$ cat config.mk
export PLATFORM = sky130hd
export DESIGN_NAME = crcc_top
export DESIGN_NICKNAME = d
export VERILOG_FILES = /design/src/crcc_pkg.sv /design/src/crcc_word_if.sv /design/src/crcc_top.sv /design/src/crcc_fifo.sv
export SDC_FILE = /design/constraint.sdc
export NUM_CORES = 1
export LEC_CHECK = 0
export BUFFER_PORTS_ARGS = -buffer_cell sky130_fd_sc_hd__buf_4
export CAP_MARGIN = 10
export CORE_MARGIN = 5
export CORE_UTILIZATION = 50
export CTS_CLUSTER_DIAMETER = 200
export DETAILED_ROUTE_END_ITERATION = 8
export PLACE_DENSITY = 0.75
export SKIP_CTS_REPAIR_TIMING = 1
export SLEW_MARGIN = 0
export SYNTH_ARGS = -nofsm -noshare
export SYNTH_HDL_FRONTEND = slang
export SYNTH_SLANG_ARGS = --single-unit
$ cat constraint.sdc
create_clock -name ref_clk -period 5.6 [get_ports ref_clk]
set_input_delay 1.68 -clock ref_clk [delete_from_list [all_inputs] [get_ports ref_clk]]
set_output_delay 1.68 -clock ref_clk [all_outputs]
set_load 0.01 [all_outputs]
$ cat src/crcc_pkg.sv
// constants shared by the crc control block and its word fifo
package crcc_pkg;
  // register indices on the byte-wide register port
  localparam logic [3:0] ADDR_CONTROL_STATUS = 4'h0;
  localparam logic [3:0] ADDR_LENGTH_CONFIG = 4'h1;
  localparam logic [3:0] ADDR_INPUT_DATA_HIGH = 4'h2;
  localparam logic [3:0] ADDR_INPUT_DATA_LOW = 4'h3;
  localparam logic [3:0] ADDR_ACCUMULATOR_HIGH = 4'h4;
  localparam logic [3:0] ADDR_ACCUMULATOR_LOW = 4'h5;
  localparam logic [3:0] ADDR_SHIFTER_HIGH = 4'h6;
  localparam logic [3:0] ADDR_SHIFTER_LOW = 4'h7;
  localparam logic [3:0] ADDR_POLY_HIGH = 4'h8;
  localparam logic [3:0] ADDR_POLY_LOW = 4'h9;

  // control/status field positions
  localparam int BIT_MODULE_ENABLE = 7;
  localparam int BIT_SHIFTER_START = 6;
  localparam int BIT_BUSY = 5;
  localparam int BIT_AUGMENT_MODE = 4;
  localparam int BIT_SHIFT_DIRECTION = 1;
  localparam int BIT_FULL = 0;

  // length config field positions
  localparam int DATA_LEN_MSB = 7;
  localparam int DATA_LEN_LSB = 4;
  localparam int POLY_LEN_MSB = 3;
  localparam int POLY_LEN_LSB = 0;

  // reset values
  localparam logic [7:0] RESET_BYTE = 8'h00;
  localparam logic [15:0] RESET_WORD = 16'h0000;
  localparam logic [3:0] RESET_LEN = 4'h0;

  // data path sizes
  localparam int WORD_W = 16;
  localparam int FIFO_DEPTH = 8;
  localparam logic [3:0] MAX_LEN_M1 = 4'hF;
  localparam logic [15:0] ALL_ONES = 16'hFFFF;
endpackage

$ cat src/crcc_word_if.sv
// valid/ready word channel between the crc control and its fifo
`timescale 1ns/100ps
interface crcc_word_if #(parameter int W = 16);
  logic valid; // word offered
  logic ready; // word accepted when both high
  logic [W-1:0] data; // the word
  modport src (output valid, output data, input ready);
  modport snk (input valid, input data, output ready);
endinterface

$ cat src/crcc_top.sv
// crc engine control, configuration and serial shifter
`timescale 1ns/100ps
module crcc_top (
  // clock and reset
  input wire logic ref_clk,
  input wire logic srst,
  // register port
  input wire logic [3:0] reg_addr,
  input wire logic [7:0] reg_wdata,
  input wire logic reg_wr,
  input wire logic reg_rd,
  output logic [7:0] reg_rdata,
  // status
  output logic busy,
  output logic full
);
  // control fields
  logic module_enable; // engine out of reset
  logic shifter_start; // serial shifter running
  logic augment_mode; // data augmented with zeros
  logic shift_direction; // 1 shifts right, 0 left
  logic [3:0] data_word_length; // bits per word minus one
  logic [3:0] poly_length; // polynomial width minus one

  // data path registers
  logic [7:0] input_data_high; // upper byte of next word
  logic [7:0] input_data_low; // lower byte of last word
  logic [15:0] poly; // polynomial, top term implied
  logic [15:0] acc; // crc accumulator
  logic [15:0] shifter; // word being shifted in
  logic [4:0] bits_left; // bits of current word not yet used

  // engine helpers
  logic in_bit; // bit leaving the shifter
  logic feedback; // polynomial subtract this step
  logic step; // one bit enters the accumulator
  logic load; // fifo word moves into the shifter
  logic [15:0] len_mask; // keeps acc within poly width
  logic [15:0] next_acc; // accumulator after one step
  logic [15:0] next_shifter; // shifter after one step

  // register decode strobes
  logic wr_ctrl;
  logic wr_len;
  logic wr_dhi;
  logic wr_dlo;
  logic wr_ahi;
  logic wr_alo;
  logic wr_phi;
  logic wr_plo;

  // channel from register port into the fifo
  crcc_word_if #(.W(crcc_pkg::WORD_W)) push_if ();
  // channel from fifo into the shifter
  crcc_word_if #(.W(crcc_pkg::WORD_W)) pop_if ();

  // write decode, one strobe per writable register; the shifter bytes have none
  assign wr_ctrl = reg_wr && (reg_addr == crcc_pkg::ADDR_CONTROL_STATUS);
  assign wr_len = reg_wr && (reg_addr == crcc_pkg::ADDR_LENGTH_CONFIG);
  assign wr_dhi = reg_wr && (reg_addr == crcc_pkg::ADDR_INPUT_DATA_HIGH);
  assign wr_dlo = reg_wr && (reg_addr == crcc_pkg::ADDR_INPUT_DATA_LOW);
  assign wr_ahi = reg_wr && (reg_addr == crcc_pkg::ADDR_ACCUMULATOR_HIGH);
  assign wr_alo = reg_wr && (reg_addr == crcc_pkg::ADDR_ACCUMULATOR_LOW);
  assign wr_phi = reg_wr && (reg_addr == crcc_pkg::ADDR_POLY_HIGH);
  assign wr_plo = reg_wr && (reg_addr == crcc_pkg::ADDR_POLY_LOW);

  // control register: enable, start, augment, direction
  always_ff @(posedge ref_clk) begin
    if (srst) begin
      // every writable field comes up cleared
      module_enable <= 1'b0;
      shifter_start <= 1'b0;
      augment_mode <= 1'b0;
      shift_direction <= 1'b0;
    end else if (wr_ctrl) begin
      // busy and full are status only, writes to them are ignored
      module_enable <= reg_wdata[crcc_pkg::BIT_MODULE_ENABLE];
      shifter_start <= reg_wdata[crcc_pkg::BIT_SHIFTER_START];
      augment_mode <= reg_wdata[crcc_pkg::BIT_AUGMENT_MODE];
      shift_direction <= reg_wdata[crcc_pkg::BIT_SHIFT_DIRECTION];
    end
  end

  // length register: data word and polynomial lengths
  always_ff @(posedge ref_clk) begin
    if (srst) begin
      data_word_length <= crcc_pkg::RESET_LEN;
      poly_length <= crcc_pkg::RESET_LEN;
    end else if (wr_len) begin
      data_word_length <= reg_wdata[crcc_pkg::DATA_LEN_MSB:crcc_pkg::DATA_LEN_LSB];
      poly_length <= reg_wdata[crcc_pkg::POLY_LEN_MSB:crcc_pkg::POLY_LEN_LSB];
    end
  end

  // input data bytes as last written by software
  always_ff @(posedge ref_clk) begin
    if (srst) begin
      input_data_high <= crcc_pkg::RESET_BYTE;
      input_data_low <= crcc_pkg::RESET_BYTE;
    end else begin
      if (wr_dhi) begin
        input_data_high <= reg_wdata;
      end
      if (wr_dlo) begin
        input_data_low <= reg_wdata;
      end
    end
  end

  // polynomial bytes; the top term is implied by poly_length
  always_ff @(posedge ref_clk) begin
    if (srst) begin
      poly <= crcc_pkg::RESET_WORD;
    end else begin
      if (wr_phi) begin
        poly[15:8] <= reg_wdata;
      end
      if (wr_plo) begin
        poly[7:0] <= reg_wdata;
      end
    end
  end

  // a low-byte write queues the whole word; dropped while disabled or full
  assign push_if.valid = wr_dlo && module_enable;
  assign push_if.data = {input_data_high, reg_wdata};

  // word fifo between the register port and the shifter
  crcc_fifo #(
    .W(crcc_pkg::WORD_W),
    .D(crcc_pkg::FIFO_DEPTH)
  ) u_fifo (
    .ref_clk(ref_clk),
    .srst(srst),
    .flush(!module_enable),
    .in_p(push_if),
    .out_p(pop_if)
  );

  // the shifter takes a new word only when the last one is used up
  assign pop_if.ready = module_enable && shifter_start && (bits_left == 5'h00);
  assign load = pop_if.valid && pop_if.ready;
  // one bit per clock while enabled and started
  assign step = module_enable && shifter_start && (bits_left != 5'h00);

  // pick the outgoing bit from the end the direction names
  always_comb begin
    if (shift_direction) begin
      in_bit = shifter[0];
      next_shifter = shifter >> 1;
    end else begin
      in_bit = shifter[data_word_length];
      next_shifter = shifter << 1;
    end
  end

  // mask width follows poly_length; shorter polynomials ignore upper bits
  assign len_mask = crcc_pkg::ALL_ONES >> (crcc_pkg::MAX_LEN_M1 - poly_length);

  // one crc step; augmented mode feeds data through the accumulator
  always_comb begin
    next_acc = acc;
    feedback = 1'b0;
    if (shift_direction) begin
      // lsb-first, reflected polynomial
      feedback = augment_mode ? acc[0] : (acc[0] ^ in_bit);
      next_acc = acc >> 1;
      if (augment_mode) begin
        next_acc[poly_length] = in_bit;
      end
    end else begin
      // msb-first, top term sits just above poly_length
      feedback = augment_mode ? acc[poly_length] : (acc[poly_length] ^ in_bit);
      next_acc = acc << 1;
      if (augment_mode) begin
        next_acc[0] = in_bit;
      end
    end
    if (feedback) begin
      next_acc = next_acc ^ poly;
    end
    next_acc = next_acc & len_mask;
  end

  // shifter and bit counter; disabled engine is held empty
  always_ff @(posedge ref_clk) begin
    if (srst || !module_enable) begin
      shifter <= crcc_pkg::RESET_WORD;
      bits_left <= 5'h00;
    end else if (load) begin
      // word length is the field plus one
      shifter <= pop_if.data;
      bits_left <= {1'b0, data_word_length} + 5'h01;
    end else if (step) begin
      shifter <= next_shifter;
      bits_left <= bits_left - 5'h01;
    end
  end

  // accumulator: software write wins over an engine step in that cycle
  always_ff @(posedge ref_clk) begin
    if (srst) begin
      acc <= crcc_pkg::RESET_WORD;
    end else if (wr_ahi || wr_alo) begin
      // byte writes leave the other byte as it was
      if (wr_ahi) begin
        acc[15:8] <= reg_wdata;
      end
      if (wr_alo) begin
        acc[7:0] <= reg_wdata;
      end
    end else if (step) begin
      acc <= next_acc;
    end
  end

  // busy while the shifter holds bits or the fifo holds words
  assign busy = (bits_left != 5'h00) || pop_if.valid;
  // full once the fifo cannot take another word
  assign full = !push_if.ready;

  // read data, valid in the cycle after the read strobe
  always_ff @(posedge ref_clk) begin
    if (srst) begin
      reg_rdata <= crcc_pkg::RESET_BYTE;
    end else if (reg_rd) begin
      unique case (reg_addr)
        crcc_pkg::ADDR_CONTROL_STATUS: begin
          // unimplemented bits 3-2 read zero
          reg_rdata <= crcc_pkg::RESET_BYTE;
          reg_rdata[crcc_pkg::BIT_MODULE_ENABLE] <= module_enable;
          reg_rdata[crcc_pkg::BIT_SHIFTER_START] <= shifter_start;
          reg_rdata[crcc_pkg::BIT_BUSY] <= busy;
          reg_rdata[crcc_pkg::BIT_AUGMENT_MODE] <= augment_mode;
          reg_rdata[crcc_pkg::BIT_SHIFT_DIRECTION] <= shift_direction;
          reg_rdata[crcc_pkg::BIT_FULL] <= full;
        end
        crcc_pkg::ADDR_LENGTH_CONFIG: begin
          reg_rdata <= {data_word_length, poly_length};
        end
        crcc_pkg::ADDR_INPUT_DATA_HIGH: begin
          reg_rdata <= input_data_high;
        end
        crcc_pkg::ADDR_INPUT_DATA_LOW: begin
          reg_rdata <= input_data_low;
        end
        crcc_pkg::ADDR_ACCUMULATOR_HIGH: begin
          reg_rdata <= acc[15:8];
        end
        crcc_pkg::ADDR_ACCUMULATOR_LOW: begin
          reg_rdata <= acc[7:0];
        end
        crcc_pkg::ADDR_SHIFTER_HIGH: begin
          reg_rdata <= shifter[15:8];
        end
        crcc_pkg::ADDR_SHIFTER_LOW: begin
          reg_rdata <= shifter[7:0];
        end
        crcc_pkg::ADDR_POLY_HIGH: begin
          reg_rdata <= poly[15:8];
        end
        crcc_pkg::ADDR_POLY_LOW: begin
          reg_rdata <= poly[7:0];
        end
        default: begin
          // unmapped index reads zero
          reg_rdata <= crcc_pkg::RESET_BYTE;
        end
      endcase
    end
  end
endmodule

$ cat src/crcc_fifo.sv
// synchronous word fifo with valid/ready on both sides
`timescale 1ns/100ps
module crcc_fifo #(
  parameter int W = 16,
  parameter int D = 8
) (
  // clock and reset
  input wire logic ref_clk,
  input wire logic srst,
  // drop every stored word
  input wire logic flush,
  // filling side
  crcc_word_if.snk in_p,
  // draining side
  crcc_word_if.src out_p
);
  localparam int AW = $clog2(D);

  logic [W-1:0] mem [D]; // word storage
  logic [AW-1:0] wr_ptr; // next slot to fill
  logic [AW-1:0] rd_ptr; // oldest word
  logic [AW:0] count; // words held
  logic push; // accepted write
  logic pop; // accepted read

  // honest full and empty flags
  assign in_p.ready = (count != D[AW:0]);
  assign out_p.valid = (count != '0);
  assign out_p.data = mem[rd_ptr];
  assign push = in_p.valid & in_p.ready;
  assign pop = out_p.valid & out_p.ready;

  // storage write, no reset needed on data
  always_ff @(posedge ref_clk) begin
    if (push) begin
      mem[wr_ptr] <= in_p.data;
    end
  end

  // pointers and fill count
  always_ff @(posedge ref_clk) begin
    if (srst || flush) begin
      wr_ptr <= '0;
      rd_ptr <= '0;
      count <= '0;
    end else begin
      if (push) begin
        wr_ptr <= (wr_ptr == AW'(D - 1)) ? '0 : wr_ptr + 1'b1;
      end
      if (pop) begin
        rd_ptr <= (rd_ptr == AW'(D - 1)) ? '0 : rd_ptr + 1'b1;
      end
      if (push && !pop) begin
        count <= count + 1'b1;
      end else if (pop && !push) begin
        count <= count - 1'b1;
      end
    end
  end
endmodule

---- Yosys cells after proc, flatten, opt, wreduce, memory -nomap -nowiden ----
Memories as Yosys holds them, arrays and structs flattened. A register that Yosys moved wholly into a read port is not among the register bits.
Index checks and enable logic that the tools add are counted.
storage, ports and cells
  RAM bits ................................ 128
  memories ................................ 1
  logic and storage cells ................. 115
  register bits ........................... 99
  bits of input ports ..................... 16
operators by class
  reduce and logical (&&, ||, !) cells .... 32
  add/subtract/negate cells ............... 7
  shift operators ......................... 1
  $lt $le $gt $ge ......................... 3
  eq/ne operators ......................... 14
  bitwise gates (word level) .............. 6
  mux-type cells .......................... 33
memory list
  memory      words  bits a word  read ports  clocked after Yosys merged registers in  wr ports  RTL line         RTL
  u_fifo.mem  8      16           1           1                                        1         crcc_fifo.sv:19  logic [W-1:0] mem [D];
operators with widths
  kind                     count
  $mux W16                 8
  $pmux W8 S10             1
  $and A16 B16 Y16         1
  $bwmux W16               1
  $eq A4 B3 Y1 const B     4
  $logic_and A1 B1 Y1      16
  $mux W8                  2
  $shr A16 B4 Y16 const A  1
  $xor A16 B16 Y16         1
  $mux W3                  4
  $lt A4 B5 Y1 const B     2
  $mux W1                  10
  $mux W5                  2
  $bmux W1 S4              2
  $eq A4 B2 Y1 const B     2
  $eq A4 B4 Y1 const B     2
  $mux W4                  2
  $add A3 B1 Y3 const B    2
  $eq A3 B3 Y1 const B     2
  $reduce_bool A2 Y1       3
  $add A4 B1 Y5 const B    1
  $logic_not A5 Y1         1
  $reduce_bool A5 Y1       1
  $sub A5 B1 Y5 const B    1
  other kinds (15)         24

---- Longest topological paths before layout ----
Gate-level depths: netlist of run 1.
  word-level depth ........................ 12
  mapped depth ............................ 13
  depth with buffers taken out ............ 12

---- Hierarchy ----
A second synthesis of run 1 with hierarchy kept.
unflattened totals
  cells, all modules ...................... 969
  area, all modules ....................... 11328.4 µm²
by module, submodules not included
  module     cells each  sequential area each (µm²)  instances  area each (µm²)
  crcc_top   707         1781.7                      1          5746.8
  crcc_fifo  262         4103.9                      1          5581.6

---- Worst setup path after synthesis of run 1 ----
Ideal clock, no wire load.
  path type ............................... input -> register
  from .................................... input reg_addr[2]
  to ...................................... memory u_fifo.mem[1][0], enable pin
  required time ........................... 5.191 ns
  arrival time ............................ 4.389 ns
  cell stages on the path ................. 7
  slack ................................... 0.802 ns
  cells stage by stage .................... buf_2 nor3b_1 nand3_1 clkbuf_1 nor2_1 nand2_1 nor3_1
on the way
  word-level cells in the longest chain between the ends .. 6
RTL lines
  item                           RTL line         RTL
  start, declared                crcc_top.sv:8    input wire logic [3:0] reg_addr,
  $eq A4 B2 Y1                   crcc_top.sv:61   assign wr_dlo = reg_wr && (reg_addr == crcc_pkg::ADDR_INPUT_DATA_LOW);
  $logic_and A1 B1 Y1            crcc_top.sv:61
  $logic_and A1 B1 Y1            crcc_top.sv:125  assign push_if.valid = wr_dlo && module_enable;
  $and A1 B1 Y1                  crcc_fifo.sv:30  assign push = in_p.valid & in_p.ready;
  named net u_fifo.push          crcc_fifo.sv:23  logic push;
  $mux W1                        crcc_fifo.sv:35  if (push) begin
  $mux W1 (not written as such)  crcc_fifo.sv:36  mem[wr_ptr] <= in_p.data;
  end, declared                  crcc_fifo.sv:19
The timed path passes the listed nets, and every way through them passes these cells.

---- Worst setup path after layout of run 1 ----
  from .................................... input reg_addr[2]
  to ...................................... register u_fifo.count[3]
on the way
  word-level cells in the longest chain between the ends .. 7
RTL lines
  item                          RTL line         RTL
  $eq A4 B2 Y1 *                crcc_top.sv:61
  $logic_and A1 B1 Y1 *         crcc_top.sv:61
  $logic_and A1 B1 Y1 *         crcc_top.sv:125
  $and A1 B1 Y1 *               crcc_fifo.sv:30
  named net u_fifo.push         crcc_fifo.sv:23
  $logic_not A1 Y1              crcc_fifo.sv:55  end else if (pop && !push) begin
  $logic_and A1 B1 Y1           crcc_fifo.sv:55
  $reduce_bool A2 Y1 (no line)  n/a
  end signal, assigned          crcc_fifo.sv:54  count <= count + 1'b1;
  end signal, assigned          crcc_fifo.sv:56  count <= count - 1'b1;
  end, declared                 crcc_fifo.sv:22  logic [AW:0] count;
The timed path passes the listed nets; every way through them passes the cells marked *.
A chain may end at the register's enable or synchronous reset.

==> results of run 1 <==
==> layer usage <==
layer	up-vias	GRT usage	share of wire
li1	4022	-	-
met5	-	0	0
met2	493	0.378	0.46
met1	4394	0.347	0.42
met3	72	0.0383	0.097
met4	0	0.0597	0.024
==> report_power, final <==
part	leakage [nW]	internal (W)	switching (W)	total, W
logic	1.66	0.0000358	0.0000872	0.000123
registers	2.08	0.00178	0.0000125	0.00179
clock network	0.388	0.000915	0.000670	0.00158
==> area by class of cell <==
| class | instances | area [um2] | share of cell area |
|---|---|---|---|
| sequential | 230 | 5890 | 0.463 |
| timing repair buffer | 47 | 360 | 0.0284 |
| clock inverter | 15 | 154 | 0.0121 |
| multi-input combinational | 731 | 5240 | 0.413 |
| inverter | 17 | 63.8 | 0.00502 |
| tap | 285 | 357 | 0.0281 |
| clock buffer | 29 | 639 | 0.0503 |
==> final timing paths <==
| kind | start | to | slack [ns] | cells after the start |
|---|---|---|---|---|
| setup / recovery | reg_addr[2] | u_fifo.count[3]$_SDFFE_PP0P_ | 1.45 | 14 |
| hold reg to reg | reg_rdata[1]$_SDFFE_PP0P_ | reg_rdata[1]$_SDFFE_PP0P_ | 0.48 | 2 |
| hold / removal | reg_rdata[1]$_SDFFE_PP0P_ | reg_rdata[1]$_SDFFE_PP0P_ | 0.48 | 2 |
| setup reg to reg | bits_left[0]$_SDFFE_PP0P_ | u_fifo.count[3]$_SDFFE_PP0P_ | 2.05 | 13 |
==> placed cells by master, fill, tap and decap left out, types with 4 or more instances in the layout <==
| master | instances |
|---|---|
| nor3b_1 | 4 |
| o32a_1 | 5 |
| nand3_1 | 66 |
| mux4_2 | 39 |
| a31oi_1 | 16 |
| o21ai_0 | 50 |
| inv_1 | 17 |
| and3_1 | 6 |
| or4_1 | 5 |
| and2_1 | 8 |
| o31ai_1 | 8 |
| nand4_1 | 7 |
| buf_4 | 46 |
| clkbuf_16 | 24 |
| nand3b_1 | 5 |
| o22ai_1 | 5 |
| a2111o_1 | 4 |
| nand2_1 | 61 |
| nor3_1 | 27 |
| a211oi_1 | 8 |
| or3_1 | 5 |
| a311oi_1 | 6 |
| nand2b_1 | 16 |
| mux2_2 | 6 |
| nor4_1 | 8 |
| nor2b_1 | 18 |
| nor2_1 | 109 |
| a32oi_1 | 4 |
| edfxtp_1 | 128 |
| ha_1 | 10 |
| clkinv_1 | 6 |
| dfxtp_1 | 100 |
| a21oi_1 | 66 |
| o221ai_1 | 13 |
| o2111ai_1 | 5 |
| mux2i_1 | 72 |
| a22oi_1 | 12 |
| o211ai_1 | 7 |
| or2_2 | 4 |
==> sequential cells by signal, indices dropped and copies added, names as in the netlist, 5 cells and up, named ones only <==
register,flops
acc,16
bits_left,5
input_data_high,8
input_data_low,8
poly,16
reg_rdata,8
shifter,16
u_fifo.mem,128
==> stage by stage <==
| stage | utilization | instance area [um2] | instances |
|---|---|---|---|
| after floorplan | - | 11500 | 1058 |
| after global placement | 0.525 | 11900 | 1309 |
| after detailed placement | 0.525 | 11900 | 1309 |
| after CTS | 0.560 | 12700 | 1353 |
| after global routing | 0.561 | 12700 | 1354 |
| final | 0.561 | 12700 | 1354 |
==> cell families after synthesis <==
| logic type | count (synthesis) | share of synthesized area |
|---|---|---|
| and+or+nand+nor | 363 | 0.155 |
| DFF | 230 | 0.513 |
| muxes | 117 | 0.145 |
| xor gates and xnor gates | 6 | 0.00458 |
| adders and majority gates | 11 | 0.0127 |
| buffers and inverters | 97 | 0.0338 |
| AOI/OAI and AO/OA | 234 | 0.135 |
==> cell usage after synthesis, types with 6 or more instances <==
cell type / instances / area share
nor2_1: 109 / 0.036
a21oi_1: 67 / 0.029
o211ai_1: 7 / 0.0046
and3_1: 6 / 0.0033
nand4_1: 7 / 0.0038
nand2_1: 61 / 0.020
nor4_1: 8 / 0.0044
clkbuf_1: 59 / 0.019
buf_1: 12 / 0.0039
edfxtp_1: 128 / 0.34
a211oi_1: 8 / 0.0052
mux2i_1: 72 / 0.063
o221ai_1: 13 / 0.0099
nor2b_1: 18 / 0.0098
a31oi_1: 16 / 0.0087
buf_2: 7 / 0.0031
mux2_2: 6 / 0.0059
nor3_1: 29 / 0.013
nand2b_1: 16 / 0.0087
o21ai_0: 50 / 0.022
mux4_2: 39 / 0.077
nand3_1: 66 / 0.029
inv_1: 17 / 0.0056
dfxtp_1: 102 / 0.18
o31ai_1: 8 / 0.0052
a22oi_1: 12 / 0.0079
ha_1: 10 / 0.011
and2_1: 8 / 0.0044
a311oi_1: 6 / 0.0046
==> critical path, cell delays in order <==
cell and delay, ns:
buf_4 0.21, nor3b_2 0.21, buf_4 0.23, nand3_1 0.09
buf_4 0.22, nor2_1 0.37, ha_1 0.26, inv_1 0.10
ha_1 0.30, a21o_1 0.18, a21oi_1 0.18, xnor2_1 0.09
or3_1 0.30, a21oi_1 0.14
==> impl_metrics.json, run 1 <==
{
  "first_iter_violations": 1290,
  "synth_warnings": 0,
  "powerDensity_nw_per_um2": 275,
  "fp.dieH_um": 161,
  "yosysUniqueCellTypes": 70,
  "cts_buffers": 24,
  "required_ns": 6.03,
  "whs_ns": 0.480,
  "fmax_ghz": 0.241,
  "drive_gt1_frac": 0.137,
  "via_count": 8981,
  "antenna_cells": 0,
  "synthArstFlopShare": 0,
  "ioPinCount": 26,
  "synthCells": 1058,
  "num_rows": 55,
  "clk_latency_ns": 0.53,
  "area_delta_synth_final_pct": 10.7,
  "ant_nets": 0,
  "die_w_um": 161,
  "fin_skew_ns": 0.0118,
  "clock_path_buffers": 3,
  "overflow": 0,
  "start_util": 0.507,
  "wl_um": 31600,
  "drv_slew": 0,
  "fillers": 1840,
  "finalHoldViolations": 0,
  "cap_violations": 0,
  "io_buffers": 25,
  "hold_class": "reg2reg",
  "clk_pin_slew_worst_paths_ns": 0.06,
  "worst_setup_path_start_kind": "input pin",
  "grt_max_degree": 64,
  "hpwl_um": 20700,
  "first_pass_iters": 6,
  "first_global_vias": 8484,
  "antenna_found_initial": 0,
  "rsz0062_at_grt": "no",
  "root_buffer": "clkbuf_16",
  "core_area_um2": 22600,
  "grt_pass1_wl_um": 49700,
  "post_drt_wl_per_cell_um": 23.3,
  "crit_type": "in2reg",
  "htree_num_levels": 1,
  "setup_violations": 0,
  "vias_per_cell": 6.63,
  "seq_area_frac_synth": 0.513,
  "path_max_fanout": 27,
  "drc_errors": 0,
  "synthFlopType": "edfxtp_1",
  "avgSynthCellArea_um2": 10.8,
  "arrival_ns": 4.58,
  "worst_pin_slew_ns": 1.24,
  "synth_edf_count": 128,
  "period_needed_ns": 4.15,
  "synth_area_um2": 11500,
  "endpoint_kind": "flop",
  "gp_congestion": 0.973,
  "fin_crit_sh": 0.741,
  "gr-usage-all-layers": 0.239,
  "power_w": 0.00350,
  "p_leak_nw": 4.13,
  "clock_sinks": 230,
  "place_ws_ns": 0.921,
  "status": "finished clean",
  "postSynthNetCount": 1085,
  "die-area_um2": 26100,
  "ys_ff_latch": 230,
  "cts_tree": "built",
  "setup_tns_ns": 0,
  "setup_slack_ns": 1.45,
  "max_slew_margin": 0.172,
  "vdd_drop_max_v": 0.000316,
  "final_nets": 1078
}
Note: power is estimated with default switching activity, not from simulation.
==> run 2: changes to the inputs <==
Settings changed: ABC_AREA from default to 1.
Clock period 5.6 ns to 4.2 ns, I/O delays scaled along.
==> impl_metrics.json, run 2 <==
{
  "multiInputGateArea_um2": 4430,
  "critPathMaxStageDelay_ns": 0.34,
  "critPathSlowestCell": "ha_1",
  "period_needed_ns": 3.26,
  "vias_per_cell": 5.99,
  "fillers": 1915,
  "drc_errors": 0,
  "p_sw_w": 0.00105,
  "io_buffers": 25,
  "regMostFlops": "u_fifo.mem",
  "max_slew_margin": 0.271,
  "avgSynthCellArea_um2": 8.88,
  "synthCells": 1235,
  "crit_type": "in2reg",
  "gr-usage-all-layers": 0.248,
  "first_global_vias": 8722,
  "clock_path_buffers": 3,
  "p_seq_frac": 0.501,
  "cap_violations": 0,
  "setup_tns_ns": 0,
  "p_comb_frac": 0.037,
  "grt_pass1_wl_um": 48600,
  "ioPinCount": 26,
  "rrSetupSlack_ns": 1.26,
  "yosysUniqueCellTypes": 44,
  "fmax_ghz": 0.307,
  "final_common_cell": "nand2_1",
  "fin_skew_ns": 0.0124,
  "crit_family": "simple AND/OR/NAND/NOR gates",
  "first_pass_iters": 6,
  "mostFrequentLayoutCells": "214 x nand2_1, 132 x o21ai_0, 128 x edfxtp_1",
  "yosys.cell_count.top_type": "nand2_1",
  "clk_pin_slew_worst_paths_ns": 0.06,
  "cts_buffers": 25,
  "seq_area_frac_synth": 0.537,
  "drive_gt1_frac": 0.0941,
  "power_frac_clock": 0.462,
  "root_buffer": "clkbuf_16",
  "synth_warnings": 0,
  "synth_edf_count": 128,
  "ant_nets": 0,
  "fin_crit_sh": 0.776,
  "yosysTopAreaCellShare": 0.350,
  "fin_cells": 1545,
  "clock_sinks": 230,
  "hold_class": "reg2reg",
  "synth_area_um2": 11000,
  "core_area_um2": 21700,
  "dp.cells": 1499,
  "swShare": 0.221,
  "endpoint_kind": "flop",
  "num_rows": 54,
  "synthArstFlopShare": 0,
  "synth_top_cells_by_count": "214 x nand2_1, 132 x o21ai_0, 128 x edfxtp_1",
  "powerDensity_nw_per_um2": 388,
  "rsz0062_at_grt": "no",
  "gp_congestion": 0.989,
  "overflow": 0,
  "path_common_cell": "inv_1",
  "wl_um": 31100,
  "p_leak_nw": 4.50,
  "largest_reg_flops": 128,
  "first_iter_violations": 1068,
  "start_util": 0.506,
  "status": "finished clean",
  "postSynthNetCount": 1262,
  "die-area_um2": 25000,
  "fp.dieH_um": 158,
  "antenna_found_initial": 0,
  "critical_path_buf_inv_count": 5,
  "register_area_um2": 5890,
  "area_delta_synth_final_pct": 12.4,
  "setup_violations": 0,
  "grt_max_degree": 65,
  "path_cells": "buf_4, nor2_2, inv_1, nor2_2, inv_1, nor2_4, inv_1, nor3_2, ha_1, inv_1, ha_1, and3_1, a211oi_1, nor2_1, nor2_1, nand2_1, o21ai_0, a21oi_1",
  "drv_slew": 0,
  "hpwl_um": 21400,
  "antenna_cells": 0,
  "synth_top_cell_by_area": "edfxtp_1",
  "clk_latency_ns": 0.53,
  "worst_setup_path_start_kind": "input pin",
  "final_nets": 1273,
  "synthFlopType": "edfxtp_1",
  "p_int_w": 0.00372,
  "vdd_drop_max_v": 0.000341,
  "cts_tree": "built",
  "post_drt_wl_per_cell_um": 20.1,
  "finalHoldViolations": 0,
  "arrival_ns": 3.67,
  "via_count": 9259,
  "ys_ff_latch": 230,
  "die_w_um": 158,
  "path_max_fanout": 4,
  "worst_pin_slew_ns": 1.09,
  "required_ns": 4.61,
  "synth.area.top_cells": "edfxtp_1 35%, dfxtp_1 19%, nand2_1 7.3%",
  "htree_num_levels": 1
}
==> run 2: cell count changes in the layout (fill, tap and decap cells not counted), moves of 14 or more <==
cell,previous run,this run
nand2b_1,16,0
o21ai_0,50,132
inv_1,17,112
nand2_1,61,214
mux4_2,39,0
o22ai_1,5,24
nor3_1,27,4
o211ai_1,7,29
nor2b_1,18,0
nand3_1,66,52
xor2_1,3,20
a21oi_1,66,99
mux2i_1,72,20
==> run 2: tightest hold or removal path, delay by kind of cell (launching register included) <==
| family | cells | cell delay, ns |
|---|---|---|
| DFF | 1 | 0.30 |
| and+or+nand+nor | 1 | 0.06 |
| AOI/OAI and AO/OA | 1 | 0.05 |
==> run 2: worst paths after layout <==
path	to	start	cells past startpoint
max	u_fifo.count[3]$_SDFFE_PP0P_	reg_addr[2]	18
min	reg_rdata[1]$_SDFFE_PP0P_	reg_rdata[1]$_SDFFE_PP0P_	2
max reg2reg	u_fifo.count[3]$_SDFFE_PP0P_	bits_left[0]$_SDFFE_PP0P_	15
min reg2reg	reg_rdata[1]$_SDFFE_PP0P_	reg_rdata[1]$_SDFFE_PP0P_	2
==> run 2: layer usage <==
layer  up-vias  share of wire  global-route usage
li1       4358              -                   -
met1      4354           0.41               0.355
met2       481           0.46               0.390
met3        66          0.098              0.0473
met4         0          0.028              0.0695
met5         -              0                   0
==> run 2: cells by family after synthesis <==
| family | after synthesis | share of synthesized area |
|---|---|---|
| compound gates | 361 | 0.196 |
| simple gates | 414 | 0.155 |
| fa+ha+maj | 11 | 0.0132 |
| buf+inv | 177 | 0.0632 |
| flops | 230 | 0.537 |
| mux | 20 | 0.0183 |
| xor+xnor | 22 | 0.0176 |
==> run 2: metrics by stage <==
step,cell area (um2),hold WS (ns),total power (W),worst slack [ns],utilization
3_5_place_dp,11500,0.457,0.00261,0.404,0.530
4_1_cts,12300,0.468,0.00479,0.952,0.568
6_report,12300,0.466,0.00478,0.941,0.568
2_1_floorplan,11000,0.444,0.00254,0.296,-
5_1_grt,12300,0.488,0.00491,0.661,0.568
3_3_place_gp,11500,0.459,0.00261,0.439,0.530
==> run 2: final cells by class <==
cell class / count / area share
Clock buffer: 29 / 0.0528
Clock inverter: 17 / 0.0144
Inverter: 115 / 0.0350
Multi-Input combinational cell: 828 / 0.359
Sequential cell: 230 / 0.478
Tap cell: 280 / 0.0284
Timing Repair Buffer: 46 / 0.0321
==> run 2: power groups by stage <==
| stage | combinational [W] | clock, W | sequential [W] |
|---|---|---|---|
| after floorplan | 0.000108 | 0 | 0.00243 |
| after global routing | 0.000190 | 0.00233 | 0.00239 |
| after CTS | 0.000171 | 0.00222 | 0.00239 |
| after global placement | 0.000168 | 0 | 0.00244 |
| after detailed placement | 0.000171 | 0 | 0.00244 |
| final | 0.000176 | 0.00221 | 0.00239 |
